===== src/logic/dds_cfg_pkg.sv =====
// Purpose: Shared constants and types of the serial configuration bank.
// Assumes: Register widths and addresses follow the serial register map.
// Notes: The instruction byte layout here is a local convention.
package dds_cfg_pkg;

  localparam logic [4:0] ADDR_CTL_ONE = 5'h00;
  localparam logic [4:0] ADDR_CTL_TWO = 5'h01;
  localparam logic [4:0] ADDR_AMP_SCALE = 5'h02;
  localparam logic [4:0] ADDR_RAMP_RATE = 5'h03;
  localparam logic [4:0] ADDR_FREQ_TUNE = 5'h04;
  localparam logic [4:0] ADDR_PHASE_OFS = 5'h05;

  localparam int W_CTL_ONE = 32;
  localparam int W_CTL_TWO = 24;
  localparam int W_AMP_SCALE = 16;
  localparam int W_RAMP_RATE = 8;
  localparam int W_FREQ_TUNE = 32;
  localparam int W_PHASE_OFS = 16;

  localparam logic [5:0] LEN_CTL_ONE = 6'h20;
  localparam logic [5:0] LEN_CTL_TWO = 6'h18;
  localparam logic [5:0] LEN_AMP_SCALE = 6'h10;
  localparam logic [5:0] LEN_RAMP_RATE = 6'h08;
  localparam logic [5:0] LEN_FREQ_TUNE = 6'h20;
  localparam logic [5:0] LEN_PHASE_OFS = 6'h10;
  localparam logic [5:0] LEN_INSTR = 6'h08;
  localparam logic [5:0] LEN_UNMAPPED = 6'h08;

  // Bits that hold a function; all others are unused and read as zero.
  localparam logic [31:0] MASK_CTL_ONE = 32'h07c0_37ba;
  localparam logic [23:0] MASK_CTL_TWO = 24'h00_0eff;
  localparam logic [15:0] MASK_AMP_SCALE = 16'hffff;
  localparam logic [7:0] MASK_RAMP_RATE = 8'hff;
  localparam logic [31:0] MASK_FREQ_TUNE = 32'hffff_ffff;
  localparam logic [15:0] MASK_PHASE_OFS = 16'h3fff;

  localparam logic [31:0] RST_CTL_ONE = 32'h0000_0000;
  localparam logic [23:0] RST_CTL_TWO = 24'h00_0000;
  localparam logic [15:0] RST_AMP_SCALE = 16'h0000;
  localparam logic [7:0] RST_RAMP_RATE = 8'h00;
  localparam logic [31:0] RST_FREQ_TUNE = 32'h0000_0000;
  localparam logic [15:0] RST_PHASE_OFS = 16'h0000;

  localparam int INSTR_RD_BIT = 7;
  localparam int INSTR_ADDR_MSB = 4;
  localparam int LSB_FIRST_BIT = 8;
  localparam int INPUT_ONLY_BIT = 9;
  localparam int REF_MULT_MSB = 7;
  localparam int REF_MULT_LSB = 3;
  localparam logic [4:0] REF_MULT_MIN = 5'h04;
  localparam logic [4:0] REF_MULT_MAX = 5'h14;

  typedef enum logic [1:0] {
    ST_INSTR = 2'b00,
    ST_WRITE = 2'b01,
    ST_READ = 2'b10
  } port_state_e;

  typedef struct packed {
    logic [W_CTL_ONE-1:0] ctl_one;
    logic [W_CTL_TWO-1:0] ctl_two;
    logic [W_AMP_SCALE-1:0] amp_scale;
    logic [W_RAMP_RATE-1:0] ramp_rate;
    logic [W_FREQ_TUNE-1:0] freq_tune;
    logic [W_PHASE_OFS-1:0] phase_ofs;
  } cfg_s;

  function automatic logic [5:0] reg_len(input logic [4:0] addr);
    case (addr)
      ADDR_CTL_ONE: reg_len = LEN_CTL_ONE;
      ADDR_CTL_TWO: reg_len = LEN_CTL_TWO;
      ADDR_AMP_SCALE: reg_len = LEN_AMP_SCALE;
      ADDR_RAMP_RATE: reg_len = LEN_RAMP_RATE;
      ADDR_FREQ_TUNE: reg_len = LEN_FREQ_TUNE;
      ADDR_PHASE_OFS: reg_len = LEN_PHASE_OFS;
      default: reg_len = LEN_UNMAPPED;
    endcase
  endfunction

endpackage


===== src/logic/dds_serial_config_registers.sv =====
// Purpose: Serial-port configuration register bank of a frequency
//   synthesizer, with the port modes steered by its own control bits.
// Assumes: Serial clock idles low and all pins are synchronous to i_mclk;
//   the serial clock runs at most at a quarter of i_mclk.
// Notes: Data is taken on serial clock rise and driven after its fall.
// Overview of operation
// - Every configuration register can be written and read back serially.
// - Transfers run MSB first or LSB first as both ends agree.
// - The port works with one shared data pin or with separate in and out.
// - Port select and resync are optional and may both be tied low.
// - Multiplier codes 0x00-0x03 bypass it, 0x04-0x14 multiply by 4-20.
// - The ramp rate register is one 8-bit field at 0x03 reset to zero.
// - The bit-order bit set selects LSB first, clear selects MSB first.
// - The input-only bit set gives 3-wire mode, clear keeps 2-wire mode.
// - The multiplier field sits in bits 7 to 3 of control register two.
`timescale 1ns/1ps
module dds_serial_config_registers
  import dds_cfg_pkg::*;
(
  input wire logic i_mclk,
  input wire logic i_rst,
  input wire logic i_sclk,
  input wire logic i_port_select_n,
  input wire logic i_port_resync,
  input wire logic i_sdio,
  output logic o_sdio,
  output logic o_sdio_oe,
  output logic o_serial_data_out,
  output cfg_s o_cfg,
  output logic o_ref_mult_bypass,
  output logic [4:0] o_ref_mult_factor
);

  logic sclk_q;
  port_state_e st_q;
  logic [5:0] cnt_q;
  logic [4:0] addr_q;
  logic [31:0] accum_q;
  logic [31:0] rd_q;
  logic sdio_q;
  logic oe_q;
  logic sdo_q;
  logic bypass_q;
  logic [4:0] factor_q;
  // Each register drives its own word; the struct is packed from them once.
  logic [W_CTL_ONE-1:0] ctl_one_q;
  logic [W_CTL_TWO-1:0] ctl_two_q;
  logic [W_AMP_SCALE-1:0] amp_scale_q;
  logic [W_RAMP_RATE-1:0] ramp_rate_q;
  logic [W_FREQ_TUNE-1:0] freq_tune_q;
  logic [W_PHASE_OFS-1:0] phase_ofs_q;

  // Tying select low and resync low leaves a free-running port.
  wire abort = i_port_select_n | i_port_resync;
  wire rise = i_sclk & ~sclk_q;
  wire fall = ~i_sclk & sclk_q;
  wire lsb_first = o_cfg.ctl_one[LSB_FIRST_BIT];
  wire input_only = o_cfg.ctl_one[INPUT_ONLY_BIT];

  wire [5:0] len = (st_q == ST_INSTR) ? LEN_INSTR : reg_len(addr_q);
  wire [5:0] msb_pos = len - 6'h01 - cnt_q;
  // Bit position of the current serial bit within the word.
  wire [4:0] pos = lsb_first ? cnt_q[4:0] : msb_pos[4:0];
  wire [31:0] bit_mask = 32'h0000_0001 << pos;
  wire [31:0] accum_d = i_sdio ? (accum_q | bit_mask)
                               : (accum_q & ~bit_mask);
  wire last = (cnt_q == len - 6'h01);
  wire [4:0] instr_addr = accum_d[INSTR_ADDR_MSB:0];
  wire instr_rd = accum_d[INSTR_RD_BIT];
  wire wr_en = rise & ~abort & (st_q == ST_WRITE) & last;

  wire wr_ctl_one = wr_en & (addr_q == ADDR_CTL_ONE);
  wire wr_ctl_two = wr_en & (addr_q == ADDR_CTL_TWO);
  wire wr_amp_scale = wr_en & (addr_q == ADDR_AMP_SCALE);
  wire wr_ramp_rate = wr_en & (addr_q == ADDR_RAMP_RATE);
  wire wr_freq_tune = wr_en & (addr_q == ADDR_FREQ_TUNE);
  wire wr_phase_ofs = wr_en & (addr_q == ADDR_PHASE_OFS);

  // Unmapped addresses read as zero, so a stray read is harmless.
  wire [31:0] rd_word =
    (instr_addr == ADDR_CTL_ONE) ? o_cfg.ctl_one :
    (instr_addr == ADDR_CTL_TWO) ? {8'h00, o_cfg.ctl_two} :
    (instr_addr == ADDR_AMP_SCALE) ? {16'h0000, o_cfg.amp_scale} :
    (instr_addr == ADDR_RAMP_RATE) ? {24'h00_0000, o_cfg.ramp_rate} :
    (instr_addr == ADDR_FREQ_TUNE) ? o_cfg.freq_tune :
    (instr_addr == ADDR_PHASE_OFS) ? {16'h0000, o_cfg.phase_ofs} :
    32'h0000_0000;

  wire [4:0] mult = o_cfg.ctl_two[REF_MULT_MSB:REF_MULT_LSB];
  wire bypass_d = (mult < REF_MULT_MIN) | (mult > REF_MULT_MAX);
  wire [4:0] factor_d = bypass_d ? 5'h00 : mult;
  wire rd_bit = rd_q[pos];

  masked_reg #(.WIDTH(W_CTL_ONE), .MASK(MASK_CTL_ONE),
    .RESET(RST_CTL_ONE)) u_ctl_one (.i_mclk(i_mclk), .i_rst(i_rst),
    .i_wr(wr_ctl_one), .i_data(accum_d[W_CTL_ONE-1:0]),
    .o_q(ctl_one_q));
  masked_reg #(.WIDTH(W_CTL_TWO), .MASK(MASK_CTL_TWO),
    .RESET(RST_CTL_TWO)) u_ctl_two (.i_mclk(i_mclk), .i_rst(i_rst),
    .i_wr(wr_ctl_two), .i_data(accum_d[W_CTL_TWO-1:0]),
    .o_q(ctl_two_q));
  masked_reg #(.WIDTH(W_AMP_SCALE), .MASK(MASK_AMP_SCALE),
    .RESET(RST_AMP_SCALE)) u_amp_scale (.i_mclk(i_mclk), .i_rst(i_rst),
    .i_wr(wr_amp_scale), .i_data(accum_d[W_AMP_SCALE-1:0]),
    .o_q(amp_scale_q));
  masked_reg #(.WIDTH(W_RAMP_RATE), .MASK(MASK_RAMP_RATE),
    .RESET(RST_RAMP_RATE)) u_ramp_rate (.i_mclk(i_mclk), .i_rst(i_rst),
    .i_wr(wr_ramp_rate), .i_data(accum_d[W_RAMP_RATE-1:0]),
    .o_q(ramp_rate_q));
  masked_reg #(.WIDTH(W_FREQ_TUNE), .MASK(MASK_FREQ_TUNE),
    .RESET(RST_FREQ_TUNE)) u_freq_tune (.i_mclk(i_mclk), .i_rst(i_rst),
    .i_wr(wr_freq_tune), .i_data(accum_d[W_FREQ_TUNE-1:0]),
    .o_q(freq_tune_q));
  masked_reg #(.WIDTH(W_PHASE_OFS), .MASK(MASK_PHASE_OFS),
    .RESET(RST_PHASE_OFS)) u_phase_ofs (.i_mclk(i_mclk), .i_rst(i_rst),
    .i_wr(wr_phase_ofs), .i_data(accum_d[W_PHASE_OFS-1:0]),
    .o_q(phase_ofs_q));

  assign o_cfg = {ctl_one_q, ctl_two_q, amp_scale_q, ramp_rate_q,
    freq_tune_q, phase_ofs_q};

  always_ff @(posedge i_mclk or posedge i_rst) begin
    if (i_rst) begin
      sclk_q <= 1'b0;
      bypass_q <= 1'b1;
      factor_q <= 5'h00;
    end else begin
      sclk_q <= i_sclk;
      bypass_q <= bypass_d;
      factor_q <= factor_d;
    end
  end

  // Sequencer: an instruction byte, then one register's worth of data.
  always_ff @(posedge i_mclk or posedge i_rst) begin
    if (i_rst) begin
      st_q <= ST_INSTR;
      cnt_q <= 6'h00;
      addr_q <= 5'h00;
      accum_q <= 32'h0000_0000;
      rd_q <= 32'h0000_0000;
    end else if (abort) begin
      st_q <= ST_INSTR;
      cnt_q <= 6'h00;
      accum_q <= 32'h0000_0000;
    end else if (rise) begin
      if (last) begin
        cnt_q <= 6'h00;
        accum_q <= 32'h0000_0000;
        case (st_q)
          ST_INSTR: begin
            addr_q <= instr_addr;
            rd_q <= rd_word;
            st_q <= instr_rd ? ST_READ : ST_WRITE;
          end
          default: begin
            st_q <= ST_INSTR;
          end
        endcase
      end else begin
        cnt_q <= cnt_q + 6'h01;
        accum_q <= accum_d;
      end
    end
  end

  // Read data leaves on the shared pin or on the separate output pin.
  always_ff @(posedge i_mclk or posedge i_rst) begin
    if (i_rst) begin
      sdio_q <= 1'b0;
      oe_q <= 1'b0;
      sdo_q <= 1'b0;
    end else if (abort || (rise && last && st_q == ST_READ)) begin
      oe_q <= 1'b0;
      sdo_q <= 1'b0;
    end else if (fall && st_q == ST_READ) begin
      sdio_q <= rd_bit;
      oe_q <= ~input_only;
      sdo_q <= input_only & rd_bit;
    end
  end

  assign o_sdio = sdio_q;
  assign o_sdio_oe = oe_q;
  assign o_serial_data_out = sdo_q;
  assign o_ref_mult_bypass = bypass_q;
  assign o_ref_mult_factor = factor_q;

  ramp_write_a: assert property (@(posedge i_mclk) disable iff (i_rst)
    wr_ramp_rate |=> o_cfg.ramp_rate == $past(accum_d[7:0]))
    else $error("ramp rate write not stored");
  ramp_reset_a: assert property (@(posedge i_mclk) disable iff (i_rst)
    $past(i_rst) |-> o_cfg.ramp_rate == RST_RAMP_RATE)
    else $error("ramp rate not zero after reset");
  unused_zero_a: assert property (@(posedge i_mclk) disable iff (i_rst)
    ((o_cfg.ctl_one & ~MASK_CTL_ONE) == '0) &&
    ((o_cfg.ctl_two & ~MASK_CTL_TWO) == '0))
    else $error("unused control bit holds a one");
  mult_map_a: assert property (@(posedge i_mclk) disable iff (i_rst)
    ##1 o_ref_mult_bypass ==
    ($past(mult) < REF_MULT_MIN || $past(mult) > REF_MULT_MAX))
    else $error("multiplier bypass decode wrong");
  mult_factor_a: assert property (@(posedge i_mclk) disable iff (i_rst)
    ##1 !o_ref_mult_bypass |-> o_ref_mult_factor == $past(mult))
    else $error("multiplier factor not from bits 7 to 3");
  two_wire_a: assert property (@(posedge i_mclk) disable iff (i_rst)
    o_sdio_oe |-> !input_only && !o_serial_data_out)
    else $error("data pin driven in input-only mode");
  three_wire_a: assert property (@(posedge i_mclk) disable iff (i_rst)
    o_serial_data_out |-> input_only && !o_sdio_oe)
    else $error("separate output used in 2-wire mode");
  bit_order_a: assert property (@(posedge i_mclk) disable iff (i_rst)
    (fall && !abort && st_q == ST_READ) |=>
    o_sdio == $past(rd_q[lsb_first ? cnt_q[4:0] : msb_pos[4:0]]))
    else $error("read bit order wrong");
  deselect_a: assert property (@(posedge i_mclk) disable iff (i_rst)
    abort |=> st_q == ST_INSTR && cnt_q == 6'h00 && !o_sdio_oe)
    else $error("port not idle after deselect");

endmodule


===== src/logic/masked_reg.sv =====
// Purpose: One configuration register with a mask of implemented bits.
// Assumes: A write is a single-cycle strobe with the whole word.
// Notes: Unused bits are never stored, so they always read as zero.
`timescale 1ns/1ps
module masked_reg #(
  parameter int WIDTH = 8,
  parameter logic [WIDTH-1:0] MASK = '1,
  parameter logic [WIDTH-1:0] RESET = '0
) (
  input wire logic i_mclk,
  input wire logic i_rst,
  input wire logic i_wr,
  input wire logic [WIDTH-1:0] i_data,
  output logic [WIDTH-1:0] o_q
);

  if (WIDTH < 1 || WIDTH > 32) begin : g_bad_width
    $error("masked_reg width must lie between 1 and 32");
  end

  always_ff @(posedge i_mclk or posedge i_rst) begin
    if (i_rst) begin
      o_q <= RESET & MASK;
    end else if (i_wr) begin
      o_q <= i_data & MASK;
    end
  end

endmodule

===== config.mk =====
export PLATFORM = sky130hd
export DESIGN_NAME = dds_serial_config_registers
export DESIGN_NICKNAME = d
export VERILOG_FILES = /design/src/logic/dds_cfg_pkg.sv /design/src/logic/dds_serial_config_registers.sv /design/src/logic/masked_reg.sv
export SDC_FILE = /design/constraint.sdc
export NUM_CORES = 1
export LEC_CHECK = 0
export ABC_AREA = 1
export BUFFER_PORTS_ARGS = -buffer_cell sky130_fd_sc_hd__buf_2
export CORE_MARGIN = 2
export CORE_UTILIZATION = 30
export DETAILED_ROUTE_END_ITERATION = 8
export PLACE_DENSITY_LB_ADDON = 0.15
export SLEW_MARGIN = 10
export SYNTH_ARGS = -nofsm -noshare
export SYNTH_HDL_FRONTEND = slang
export SYNTH_SLANG_ARGS = --single-unit

===== constraint.sdc =====
create_clock -name i_mclk -period 15.7 [get_ports i_mclk]
set_input_delay 2.355 -clock i_mclk [delete_from_list [all_inputs] [get_ports i_mclk]]
set_output_delay 2.355 -clock i_mclk [all_outputs]
set_load 0.05 [all_outputs]

==> results.yml <==
global_route:
  grt_pass1_vias: 7128
  grt_pass1_wl_microns: 45100
  grt-ovfl-total: 0
  antenna_found_initial: 0
  grt_use_total: 0.195
  grt_max_degree: 122
critical_path:
  worstPathRequired_ps: 16080
  critPathLaunchType: "input pin"
  cp-end-kind: "register"
  crit_arrival_ps: 4990
  cp_max_fo: 31
  crit_type: "input pin to register"
die:
  die_width_microns: 175
  coreArea_sq_um: 28800
  die_y_microns: 175
  die_area_sq_um: 30600
  start_util: 0.305
  io_pins: 143
  num_rows: 62
logic_synthesis:
  synth_top_family_by_area: "simple AND/OR/NAND/NOR gates"
  synth_adder_area_share: 0.00428
  syn_inst: 1064
  synth_top_area_share: 0.519
  synth_seq_area_share: 0.522
  synth_largest_area_cell: "dfrtp_1"
  synth-xor-area-share: 0.00684
  syn_area_per_cell_sq_um: 8.25
  synth.top_cells.by_area: "dfrtp_1 (52%), nand2_1 (12%), o21ai_0 (7.1%), nand3_1 (5.0%), inv_1 (3.4%)"
  synth_compound_area_frac: 0.151
  synth-simple-area-share: 0.227
  synth_area_sq_um: 8780
  yosysWarningCount: 0
  ys_seq_elements: 183
  synth_mux_area_frac: 0
  synth_cell_types: 40
timing:
  fin_crit_sh: 0.293
  layout_min_cycle_time_ps: 4600
  maxSlewViolCount: 0
  max_slew_margin: 0.222
  rsz0062_at_grt: "no"
  setup_viol: 0
  setup-tns-final_ps: 0
  skew_ps: 13.0
  finalHoldViolations: 0
  worstMarginPinSlew_ps: 1160
  max_freq_mhz: 217
drt:
  vias: 7655
  detail_route.iter0.violations: 729
  routed_via_density: 4.96
  first_pass_iters: 5
  route.detailed.drc: 0
  drt-total-wl_microns: 29400
  wire_per_inst_microns: 19.1
  drt.antenna.violating_nets: 0
cts:
  tritoncts: "yes"
  h-tree-depth: 4
  cts.clk_slew.worst_paths_ps: 70
  cts_hold_buf: 0
  clock_latency_ps: 450
  numCtsBuffers: 17
  cts.root.buffer_cell: "clkbuf_16"
  cts.sinks: 183
  cts.repair.resized: 0
  cts_buffer_depth: 2
  postCtsSetupRepairBufs: 0
worst_hold_path:
  hp-class: "register to register"
power:
  peakVddDrop_uv: 67.9
  p_leak_nw: 4.89
  power_density_nw_per_um2: 95.5
  power_mw: 0.966
placed_design:
  place.gp.congestion: 0.836
  dp_hpwl_microns: 20500
  portBuffers: 110
run:
  drv_cap: 0
finish:
  drive_gt1_frac: 0.149
  ff_latch_area_sq_um: 4580
  n_antenna_cell: 0
  layout.nets: 1156
  multi_input_area_sq_um: 3540
  fillers: 3049
  syn_to_final_growth_pct: 15.3
outcome:
  status: "finished, final reports clean"
[metal layers]
metal	track usage	vias up	wire length, microns
met5	0	-	0
met4	0.0583	0	485
met3	0.0257	32	1280
met2	0.304	237	13700
met1	0.282	3698	14000
li1	-	3688	-
[cells by family (layout without fill, tap and decap cells)]
kind of cell	count (synthesis)	in the layout
simple gates	461	461
compound gates	241	241
flops	183	183
xor+xnor	6	6
fa+ha+maj	3	3
other cells	1	32
buf+inv	169	234
[sequential cells by signal (all words and copies together), names as in the netlist, 5 cells and up]
| signal | count |
|---|---|
| accum_q | 32 |
| addr_q | 5 |
| cnt_q | 6 |
| o_ref_mult_factor | 5 |
| rd_q | 32 |
| u_amp_scale.o_q | 16 |
| u_ctl_one.o_q | 15 |
| u_ctl_two.o_q | 11 |
| u_freq_tune.o_q | 32 |
| u_phase_ofs.o_q | 14 |
| u_ramp_rate.o_q | 8 |
[per-stage QoR]
stage | area, sq um | std cells | utilization | setup slack [ps] | hold WS (ps)
2_1_floorplan | 8890 | 1095 | - | 8370 | 449
3_3_place_gp | 9520 | 1511 | 0.331 | 10240 | 466
3_5_place_dp | 9530 | 1512 | 0.331 | 10640 | 466
4_1_cts | 10100 | 1544 | 0.352 | 11110 | 486
5_1_grt | 10100 | 1544 | 0.352 | 10810 | 505
6_report | 10100 | 1544 | 0.352 | 11100 | 484
[layout by cell type (no fill, tap or decap), types with 2 or more instances in the layout]
master and instances:
xor2_1 3, buf_4 6, dfrtp_1 182, clkinv_4 2
nand4_1 17, conb_1 32, ha_1 3, o21ai_0 125
clkbuf_16 17, nor3_2 4, a31oi_1 33, inv_6 6
o21bai_1 2, inv_2 5, buf_2 110, nor2_4 2
nor3_1 11, a21oi_1 33, o211ai_1 3, nor2_2 4
nand2_1 275, a22oi_1 6, inv_1 78, inv_8 5
nor2_1 53, o22ai_1 32, o21ai_1 4, nand3_1 86
xnor2_1 2, or2_1 2
[cell type report]
type,instances,area share
Clock buffer,18,0.0434
Clock inverter,14,0.0148
Inverter,85,0.0323
Multi-Input combinational cell,743,0.349
Sequential cell,183,0.453
Tap cell,384,0.0475
Timing Repair Buffer,117,0.0600
[cell usage after synthesis]
cell type  number
xnor2_1         2
xnor2_2         1
dfstp_2         1
inv_2           5
o31ai_1         1
clkbuf_1       33
a22oi_1         6
nor2_4          2
inv_1          79
o21ai_0       125
buf_1           5
buf_2          10
o211ai_1        3
buf_4          36
nand2_2         1
o311ai_0        1
o22ai_1        32
conb_1          1
nand3b_1        1
nand4_1        17
nor2_2          4
ha_1            3
nand4_2         1
dfrtp_1       182
nor2_1         53
or2_2           1
nand3_1        87
nor3_2          4
o21bai_1        2
clkinv_1        1
and3_1          1
xor2_1          3
a21oi_1        33
or2_1           2
nor3_1         11
a31oi_1        33
o21ai_1         4
o21ai_2         1
nor4_4          1
nand2_1       275
[path summary, 6_finish.rpt]
| check | startpoint | end | slack [ps] | depth (start not counted) |
|---|---|---|---|---|
| worst max register to register | addr_q[1]$_DFFE_PP0P_ | u_ctl_one.o_q[8]$_DFFE_PP0P_ | 11380 | 12 |
| worst min-delay path | rd_q[27]$_DFFE_PP0P_ | rd_q[27]$_DFFE_PP0P_ | 480 | 2 |
| max in group asynchronous | i_rst | u_freq_tune.o_q[1]$_DFFE_PP0P_ | 12200 | 3 |
| worst min register to register | rd_q[27]$_DFFE_PP0P_ | rd_q[27]$_DFFE_PP0P_ | 480 | 2 |
| worst max-delay path | i_sdio | rd_q[4]$_DFFE_PP0P_ | 11100 | 10 |
| min in group asynchronous | i_rst | u_freq_tune.o_q[21]$_DFFE_PP0P_ | 2110 | 2 |
[worst max-delay path, cell delays in order]
cell	delay, ps
buf_2	300
inv_1	240
nand3_1	100
nand2_1	450
nand2_1	240
nor2_1	850
nand2_1	100
nand4_1	140
o21ai_0	100
nand2_1	80
[power breakdown]
part / switching (mW) / internal [mW] / total, mW
combinational: 0.0410 / 0.00473 / 0.0457
sequential: 0.00166 / 0.473 / 0.475
clock: 0.214 / 0.231 / 0.445
Power figures use the tool's default switching activity.
